==> config.mk <==
export PLATFORM = sky130hd
export DESIGN_NAME = esoc_top
export DESIGN_NICKNAME = d
export VERILOG_FILES = /design/src/esoc_top.v
export VERILOG_INCLUDE_DIRS = /design/src /design/src/src
export SDC_FILE = /design/constraint.sdc
export NUM_CORES = 1
export LEC_CHECK = 0
export ABC_CLOCK_PERIOD_IN_PS = 6400
export BUFFER_PORTS_ARGS = -buffer_cell sky130_fd_sc_hd__buf_2
export CORE_MARGIN = 2
export CORE_UTILIZATION = 55
export DETAILED_ROUTE_END_ITERATION = 12
export PLACE_DENSITY = 0.79
export SETUP_SLACK_MARGIN = 0.3
export SYNTH_ARGS = -nofsm -noshare
export SYNTH_HDL_FRONTEND = slang
export SYNTH_SLANG_ARGS = --single-unit
export TNS_END_PERCENT = 10
==> constraint.sdc <==
create_clock -name mclk -period 6.4 [get_ports mclk]
set_clock_uncertainty 0.05 [all_clocks]
set_input_delay 0.96 -clock mclk [delete_from_list [all_inputs] [get_ports mclk]]
set_output_delay 0.96 -clock mclk [all_outputs]
set_load 0.01 [all_outputs]
==> src/esoc_regs.vh <==
// Purpose: Register map, reset values and timing counts of the enable
//          sequencing and general output control block.
// Assumes: 250 MHz mclk.
// Notes:   Included by esoc_top.v only.
`ifndef ESOC_REGS_VH
`define ESOC_REGS_VH

// ----------------------------------------------------------------------
// Register offsets
// ----------------------------------------------------------------------
`define ESOC_ADDR_REGB_DELAY 8'h0F
`define ESOC_ADDR_OUTA_DELAY 8'h10
`define ESOC_ADDR_OUTB_DELAY 8'h11
`define ESOC_ADDR_OUT_CTRL 8'h12
`define ESOC_ADDR_CONFIG 8'h13

// ----------------------------------------------------------------------
// Reset values
// ----------------------------------------------------------------------
`define ESOC_RST_REGB_DELAY 8'h00
`define ESOC_RST_OUTA_DELAY 8'h05
`define ESOC_RST_OUTB_DELAY 8'h0A
`define ESOC_RST_OUT_CTRL 8'h77
`define ESOC_RST_CONFIG 8'h06
`define ESOC_OUT_CTRL_MASK 8'h77

// ----------------------------------------------------------------------
// Field positions
// ----------------------------------------------------------------------
`define ESOC_F_A_LEVEL 0
`define ESOC_F_A_GATING 1
`define ESOC_F_A_OD 2
`define ESOC_F_B_LEVEL 4
`define ESOC_F_B_GATING 5
`define ESOC_F_B_OD 6
`define ESOC_F_SPREAD 0
`define ESOC_F_THERMAL 1
`define ESOC_F_ENABLE_PIN_PULLDOWN 2
`define ESOC_F_SHARED_PD 3
`define ESOC_F_SHARED_FN 4
`define ESOC_F_OFF_RANGE 5
`define ESOC_F_ON_RANGE 6

// ----------------------------------------------------------------------
// Timing
// ----------------------------------------------------------------------
`define ESOC_CLK_MHZ 250
`define ESOC_STEP_US 500
`define ESOC_STEP_CYCLES (`ESOC_STEP_US * `ESOC_CLK_MHZ)
`define ESOC_CNT_W 23

`endif

==> src/esoc_top.v <==
// Purpose: Sequences regulator B and two general outputs from the enable
//          pin and holds the output control and configuration registers.
// Assumes: Register port is the decoded side of the serial interface and
//          runs on mclk; enable pin is asynchronous.
// Notes:   Delays are timed in mclk cycles from the synchronised edge.
`timescale 1ns/1ps
`include "esoc_regs.vh"

module esoc_top #(
	parameter STEP_CYCLES = `ESOC_STEP_CYCLES
)
(
	input wire mclk,
	input wire rst_n,
	input wire enable_pin,
	input wire [7:0] reg_addr,
	input wire [7:0] reg_wdata,
	input wire reg_we,
	output reg [7:0] reg_rdata,
	output wire linear_reg_b_en,
	output wire general_output_a_out,
	output wire general_output_a_oe,
	output wire ext_clock_pin_out,
	output wire ext_clock_pin_oe,
	output wire shared_pin_function,
	output wire shared_pin_pulldown,
	output wire enable_pin_pulldown,
	output wire thermal_warn_threshold,
	output wire spread_spectrum_on
);

	// ------------------------------------------------------------------
	// Registers
	// ------------------------------------------------------------------
	reg [7:0] regb_delay;
	reg [7:0] outa_delay;
	reg [7:0] outb_delay;
	reg [7:0] out_ctrl;
	reg [7:0] config_reg;

	always @(posedge mclk or negedge rst_n)
	begin
		if (!rst_n)
		begin
			regb_delay <= `ESOC_RST_REGB_DELAY;
			outa_delay <= `ESOC_RST_OUTA_DELAY;
			outb_delay <= `ESOC_RST_OUTB_DELAY;
			out_ctrl <= `ESOC_RST_OUT_CTRL;
			config_reg <= `ESOC_RST_CONFIG;
		end
		else if (reg_we)
		begin
			case (reg_addr)
				`ESOC_ADDR_REGB_DELAY: regb_delay <= reg_wdata;
				`ESOC_ADDR_OUTA_DELAY: outa_delay <= reg_wdata;
				`ESOC_ADDR_OUTB_DELAY: outb_delay <= reg_wdata;
				`ESOC_ADDR_OUT_CTRL:
					out_ctrl <= reg_wdata & `ESOC_OUT_CTRL_MASK;
				`ESOC_ADDR_CONFIG: config_reg <= reg_wdata;
				default: config_reg <= config_reg;
			endcase
		end
	end

	// Unmapped offsets read as zero.
	always @(posedge mclk or negedge rst_n)
	begin
		if (!rst_n)
			reg_rdata <= 8'h00;
		else
		begin
			case (reg_addr)
				`ESOC_ADDR_REGB_DELAY: reg_rdata <= regb_delay;
				`ESOC_ADDR_OUTA_DELAY: reg_rdata <= outa_delay;
				`ESOC_ADDR_OUTB_DELAY: reg_rdata <= outb_delay;
				`ESOC_ADDR_OUT_CTRL: reg_rdata <= out_ctrl;
				`ESOC_ADDR_CONFIG: reg_rdata <= config_reg;
				default: reg_rdata <= 8'h00;
			endcase
		end
	end

	// ------------------------------------------------------------------
	// Enable pin synchroniser and edge detect
	// ------------------------------------------------------------------
	reg en_meta;
	reg en_sync;
	reg en_prev;

	always @(posedge mclk or negedge rst_n)
	begin
		if (!rst_n)
		begin
			en_meta <= 1'b0;
			en_sync <= 1'b0;
			en_prev <= 1'b0;
		end
		else
		begin
			en_meta <= enable_pin;
			en_sync <= en_meta;
			en_prev <= en_sync;
		end
	end

	wire en_rise = en_sync & ~en_prev;
	wire en_fall = ~en_sync & en_prev;

	// ------------------------------------------------------------------
	// Delay decode
	// ------------------------------------------------------------------
	// A 1 ms step is two half-millisecond steps, so one step constant
	// serves both ranges.
	function [`ESOC_CNT_W-1:0] esoc_delay_cycles;
		input [3:0] code;
		input wide_range;
		reg [`ESOC_CNT_W-1:0] steps;
		begin
			steps = {{(`ESOC_CNT_W-5){1'b0}}, code, 1'b0};
			if (!wide_range)
				steps = {{(`ESOC_CNT_W-4){1'b0}}, code};
			esoc_delay_cycles = steps * STEP_CYCLES[`ESOC_CNT_W-1:0];
		end
	endfunction

	// ------------------------------------------------------------------
	// Sequencers: channel 0 regulator B, 1 output A, 2 output B
	// ------------------------------------------------------------------
	wire [23:0] codes = {outb_delay, outa_delay, regb_delay};
	wire [2:0] seq_on;

	genvar g;
	generate
		for (g = 0; g < 3; g = g + 1)
		begin : chan
			reg state;
			reg pend;
			reg target;
			reg [`ESOC_CNT_W-1:0] cnt;
			wire [`ESOC_CNT_W-1:0] on_load =
				esoc_delay_cycles(codes[8*g+3:8*g],
					config_reg[`ESOC_F_ON_RANGE]);
			wire [`ESOC_CNT_W-1:0] off_load =
				esoc_delay_cycles(codes[8*g+7:8*g+4],
					config_reg[`ESOC_F_OFF_RANGE]);

			// A new edge restarts the wait, so a short enable pulse
			// never leaves an output stuck in the wrong state.
			always @(posedge mclk or negedge rst_n)
			begin
				if (!rst_n)
				begin
					state <= 1'b0;
					pend <= 1'b0;
					target <= 1'b0;
					cnt <= {`ESOC_CNT_W{1'b0}};
				end
				else if (en_rise)
				begin
					target <= 1'b1;
					cnt <= on_load;
					pend <= (on_load != {`ESOC_CNT_W{1'b0}});
					if (on_load == {`ESOC_CNT_W{1'b0}})
						state <= 1'b1;
				end
				else if (en_fall)
				begin
					target <= 1'b0;
					cnt <= off_load;
					pend <= (off_load != {`ESOC_CNT_W{1'b0}});
					if (off_load == {`ESOC_CNT_W{1'b0}})
						state <= 1'b0;
				end
				else if (pend)
				begin
					cnt <= cnt - {{(`ESOC_CNT_W-1){1'b0}}, 1'b1};
					if (cnt == {{(`ESOC_CNT_W-1){1'b0}}, 1'b1})
					begin
						state <= target;
						pend <= 1'b0;
					end
				end
			end
			assign seq_on[g] = state;
		end
	endgenerate

	// ------------------------------------------------------------------
	// Output drivers
	// ------------------------------------------------------------------
	assign linear_reg_b_en = seq_on[0];

	wire a_val = out_ctrl[`ESOC_F_A_LEVEL] &
		(~out_ctrl[`ESOC_F_A_GATING] | seq_on[1]);
	wire b_val = out_ctrl[`ESOC_F_B_LEVEL] &
		(~out_ctrl[`ESOC_F_B_GATING] | seq_on[2]);

	// Open-drain only ever pulls low; the pin floats high externally.
	assign general_output_a_out = out_ctrl[`ESOC_F_A_OD] ? 1'b0 : a_val;
	assign general_output_a_oe = ~out_ctrl[`ESOC_F_A_OD] | ~a_val;

	assign shared_pin_function = config_reg[`ESOC_F_SHARED_FN];
	assign ext_clock_pin_out = out_ctrl[`ESOC_F_B_OD] ? 1'b0 : b_val;
	assign ext_clock_pin_oe = ~shared_pin_function &
		(~out_ctrl[`ESOC_F_B_OD] | ~b_val);

	assign shared_pin_pulldown = config_reg[`ESOC_F_SHARED_PD];
	assign enable_pin_pulldown = config_reg[`ESOC_F_ENABLE_PIN_PULLDOWN];
	assign thermal_warn_threshold = config_reg[`ESOC_F_THERMAL];
	assign spread_spectrum_on = config_reg[`ESOC_F_SPREAD];

endmodule

After elaboration in Yosys (flattened, before gate mapping)
Cells that the tools add are included.
{"block": "totals", "reg_bits": 125, "mem_count": 0, "in_bits": 20, "romBits": 0, "mem_bits_rw": 0, "output_inout_bits": 18, "word_cells": 137, "latch_bits": 0}
{"block": "op_classes", "reduce_logical": 27, "add_sub_neg": 3, "magnitude_cmp": 0, "div_mod_pow": 0, "n_mul": 6, "muxes": 50, "eq_ne": 14, "n_bitwise": 18, "n_shift": 0}
{"op": "23-bit two-way mux", "count": 9}
{"op": "23-bit zero test", "count": 6}
{"op": "23-bit by 14-bit multiplier with 20-bit output (second input constant)", "count": 6}
{"op": "23-bit nonzero test", "count": 6}
{"op": "23-bit by 1-bit == test with 1-bit output (second input constant)", "count": 3}
{"op": "23-bit by 1-bit subtractor with 23-bit output (second input constant)", "count": 3}
{"op": "8-bit one-hot mux with 5 select lines", "count": 1}
{"op": "1-bit two-way mux", "count": 34}
{"op": "8-bit by 5-bit == test with 1-bit output (second input constant)", "count": 4}
{"op": "5-bit two-way mux", "count": 6}
{"op": "3-bit nonzero test", "count": 6}
{"op": "4-bit AND reduction", "count": 3}
{"op": "2-bit AND reduction", "count": 5}
{"op": "3-bit by 2-bit inequality test with 1-bit output (second input constant)", "count": 3}
{"op": "1-bit inverter", "count": 9}
{"op": "8-bit by 4-bit == test with 1-bit output (second input constant)", "count": 1}
{"op": "2-bit by 1-bit inequality test with 1-bit output (second input constant)", "count": 3}
{"op": "1-bit AND", "count": 5}
{"op": "1-bit OR", "count": 4}
{"op": "2-bit nonzero test", "count": 1}

Longest topological paths before layout
{"block": "logic_depth", "word_depth": 6, "mapped_depth": 17, "mapped_depth_nobuf": 16}

Worst setup path after synthesis
No wires, ideal clock.
{"block": "synth_timing", "path_kind": "register -> register", "start": "register config_reg[5]", "end": "register chan[2].state", "required_time_ns": 6.205, "t_arrival_ns": 4.668, "path_stages_with_launch": 18, "n_path_buf": 2, "slack_ns": 1.537, "setup_time_ns": 0.145, "synth_period_minus_slack_ns": 4.863, "cell_sequence": "dfrtp_1 > buf_2 > buf_1 > mux2i_1 > inv_1 > ha_1 > inv_1 > fa_1 > fa_1 > inv_1 > ha_1 > or2_2 > a21oi_1 > o211ai_1 > or4_1 > o41ai_2 > and3_2 > a311oi_2"}
{"block": "synth_between", "elab_chain_cells": 5}
{"element": "start, declared", "line": "esoc_top.v:39", "text": "reg [7:0] config_reg;"}
{"element": "start signal, assigned", "line": "esoc_top.v:49", "text": "config_reg <= `ESOC_RST_CONFIG;"}
{"element": "start signal, assigned", "line": "esoc_top.v:59", "text": "`ESOC_ADDR_CONFIG: config_reg <= reg_wdata;"}
{"element": "start signal, assigned", "line": "esoc_top.v:60", "text": "default: config_reg <= config_reg;"}
{"element": "5-bit two-way mux", "line": "esoc_top.v:120", "text": "if (!wide_range)"}
{"element": "23-bit by 14-bit multiplier with 20-bit output", "line": "esoc_top.v:122", "text": "esoc_delay_cycles = steps * STEP_CYCLES[`ESOC_CNT_W-1:0];"}
{"element": "23-bit zero test", "line": "esoc_top.v:171", "text": "if (off_load == {`ESOC_CNT_W{1'b0}})"}
{"element": "3-bit by 2-bit inequality test with 1-bit output (no line)"}
{"element": "4-bit AND reduction (no line)"}
{"element": "end signal, assigned", "line": "esoc_top.v:179", "text": "state <= target;"}
{"element": "end, declared", "line": "esoc_top.v:136", "text": "reg state;"}
Every way passes these cells.
A chain may end at the register's enable or synchronous reset.

Worst setup path in the final report
Same ends and word-level chain as after synthesis.

==> flow_summary.ini <==
[outcome]
status = complete, no violations

[power]
power_frac_seq = 0.356
p_leak_uw = 0.00667
powerDensity_mw_per_mm2 = 261
vdd_ir_drop_max_mv = 0.197
clock_power_share = 0.302
intPower_uw = 2030
p_sw_uw = 1360
pwr-share-comb = 0.342
swShare = 0.400

[hold_path]
min_from = en_meta
min_path_cells = 0
hold_end = en_sync
holdCritPathClass = register to register

[routing]
vias = 10602
drt-initial-drc-count = 1043
viasPerCell = 6.38
drtAntennaViolNets = 0
wl_per_cell_um = 19.5
wl_mm = 32.5
drc = 0
drt_first_pass_iters = 7

[yosys]
ys_seq_area_frac = 0.261
synthCells = 1354
synthArstFlopShare = 1.00
synth-edff-count = 0
synthAdderAreaFrac = 0.224
synth_top_family_by_area = adder cells
synth-simple-area-share = 0.161
synth_flop_cell = dfrtp_1
syn_area_mm2 = 0.0120
synth-xor-area-share = 0.0458
synth_nets = 1568
yosysWarnings = 0
synth_compound_area_frac = 0.191
ys_types = 84
syn_avg_cell_area_um2 = 8.89
synth-seq-cells = 125
synth_mux_area_frac = 0.0638

[setup_path]
reg2regPathDepth = 15
r2r_slack_ns = 1.24
crit_arrival_ns = 5.37
critPathCaptureType = register
crit_type = register to register
crit_top_cell = inv_1
slowest_delay_ns = 0.83
required_ns = 6.62
worstReg2RegStart = config_reg[5]
rr_endpoint = chan[2].state
start_kind = register
path_cells = mux2i_1 -> inv_1 -> ha_1 -> inv_1 -> fa_1 -> fa_1 -> inv_1 -> ha_1 -> or2_2 -> a21oi_1 -> o211ai_1 -> or4_1 -> o41ai_2 -> and3_2 -> a311oi_2
cp_max_fo = 26
slowest_stage = dfrtp_1

[floorplan]
coreArea_mm2 = 0.0216
initial_utilization = 0.557
die_x_um = 152
num_io_pins = 38
floorplan.rows = 54
die_h_um = 152
die_area_mm2 = 0.0231

[sta]
fin_crit_sh = 0.806
relSlewSlack = 0.232
drv_slew = 0
finalHoldViolCount = 0
fmax_ghz = 0.194
min_period_ns = 5.16
worstMarginPinSlew_ns = 1.15
grt_setup_unrepaired = false
setup_viol = 0
finalSetupTns_ns = 0
fin_ws_ns = 1.24

[clock_network]
post-cts-setup-buffers = 0
clockBufferDepth = 2
cts.htree.levels = 4
cts_made_buffers = 17
insertion_delay_ns = 0.44
clkSinkCount = 125
cts_tree = done
cts_resized = 0
cts_root_buf = clkbuf_16
clkSlewWorstSetupHoldPaths_ns = 0.07
ctsHoldBuffers = 0

[layout]
layout-drive-gt1-share = 0.123
area_growth_pct = 8.17
nNetsFinal = 1583
largest_reg_flops = 69
instances_no_fill = 1662
fin_util = 0.602
diodes = 0
top_register = chan.cnt

[place]
finalWeightedCongestion = 0.974
dp.cells = 1630
pre_cts_slack_ns = 1.25
portBuffers = 37
post-dp-hpwl_mm = 23.5

[grt]
grt-ovfl-total = 0
grt_max_degree = 88
grt_pass1_wl_mm = 52.6
grt_pass1_vias = 10167
antenna_found_initial = 0
track_usage = 0.280

[job]
cap_violations = 0
==> through the flow <==
step | cell area (um2) | hold slack [ns] | power, uW
2_1_floorplan | 12000 | 0.281 | 2030
3_3_place_gp | 12400 | 0.289 | 2290
3_5_place_dp | 12400 | 0.297 | 2330
4_1_cts | 13000 | 0.307 | 3370
5_1_grt | 13000 | 0.313 | 3580
6_report | 13000 | 0.298 | 3390
==> cells in the mapped netlist, types with 5 or more instances <==
| cell type | count | area (um2) |
|---|---|---|
| ha_1 | 158 | 1980 |
| dfrtp_1 | 113 | 2830 |
| inv_1 | 107 | 402 |
| o21ai_0 | 103 | 515 |
| a21oi_1 | 99 | 495 |
| nand2_1 | 98 | 368 |
| nor2_1 | 97 | 364 |
| mux2_2 | 51 | 574 |
| xnor2_1 | 44 | 385 |
| clkbuf_1 | 36 | 135 |
| fa_1 | 36 | 721 |
| nor3_1 | 30 | 150 |
| nor4_1 | 30 | 188 |
| nand3_1 | 25 | 125 |
| a31oi_1 | 21 | 131 |
| xor2_1 | 19 | 166 |
| mux2i_1 | 18 | 180 |
| a211oi_1 | 17 | 128 |
| a22oi_1 | 17 | 128 |
| and3_1 | 16 | 100 |
| nor2b_1 | 15 | 93.8 |
| a221oi_1 | 12 | 105 |
| dfstp_2 | 12 | 315 |
| nand2b_1 | 11 | 68.8 |
| o211ai_1 | 11 | 82.6 |
| a21o_1 | 10 | 75.1 |
| nand4_1 | 10 | 62.6 |
| or3_1 | 10 | 62.6 |
| a22o_1 | 8 | 70.1 |
| nor3b_1 | 8 | 60.1 |
| o21bai_1 | 8 | 60.1 |
| buf_1 | 6 | 22.5 |
| o22a_1 | 5 | 43.8 |
| o31ai_1 | 5 | 37.5 |
| or4_1 | 5 | 37.5 |
==> power groups by stage <==
stage          Clock [uW]  Sequential (uW)  Combinational [uW]
3_5_place_dp            0             1200                1130
6_report             1020             1210                1160
3_3_place_gp            0             1200                1100
5_1_grt              1060             1240                1290
4_1_cts              1030             1200                1140
2_1_floorplan           0             1150                 874
==> cell type report <==
class,count,area [um2]
clock buffers,17,425
clock inverters,15,175
fillers,1765,8600
inverters,110,413
multi-input cells,1069,8260
flip-flops and latches,125,3140
well taps,280,350
repair buffers,46,255
==> worst max-delay path, delay by kind of cell, from the launching register on <==
kind / cells / cell delay [ns]
adders and majority gates: 4 / 1.68
and+or+nand+nor: 3 / 1.10
DFF: 1 / 0.83
AOI/OAI and AO/OA: 4 / 0.66
muxes: 1 / 0.37
buffers and inverters: 3 / 0.29
==> how the worst max path moves through the flow <==
stage | from | end | slack [ns] | cells after the start
floorplan | config_reg[5] | chan[2].state | 1.54 | 17
finish | config_reg[5] | chan[2].state | 1.24 | 15
CTS | config_reg[5] | chan[2].state | 1.24 | 15
global route | config_reg[5] | linear_reg_b_en | 0.89 | 16
global placement | config_reg[5] | chan[2].state | 1.42 | 15
detailed placement | config_reg[5] | chan[2].state | 1.25 | 15
==> placed cells by master, fill, tap and decap left out, drive strengths merged, types with 33 or more instances in the layout <==
cell type	count
mux2	51
fa	36
a21oi	99
inv	118
o21ai	103
dfrtp	113
nor4	33
ha	158
nand2	98
nor2	97
buf	46
xnor2	44
==> metal layers <==
layer / up-vias / global-route usage / part of all wire
li1: 4967 / - / -
met1: 5018 / 0.378 / 0.43
met2: 507 / 0.446 / 0.46
met3: 110 / 0.0542 / 0.077
met4: 0 / 0.111 / 0.037
met5: - / 0 / 0
==> logic make-up (layout without fill, tap and decap cells) <==
logic type / after synthesis / count (layout)
AOI/OAI and AO/OA: 362 / 362
buffers and inverters: 160 / 188
xor gates and xnor gates: 63 / 63
and+or+nand+nor: 380 / 380
muxes: 70 / 70
adders and majority gates: 194 / 194
DFF: 125 / 125
Note: power is estimated with default switching activity, not from simulation.
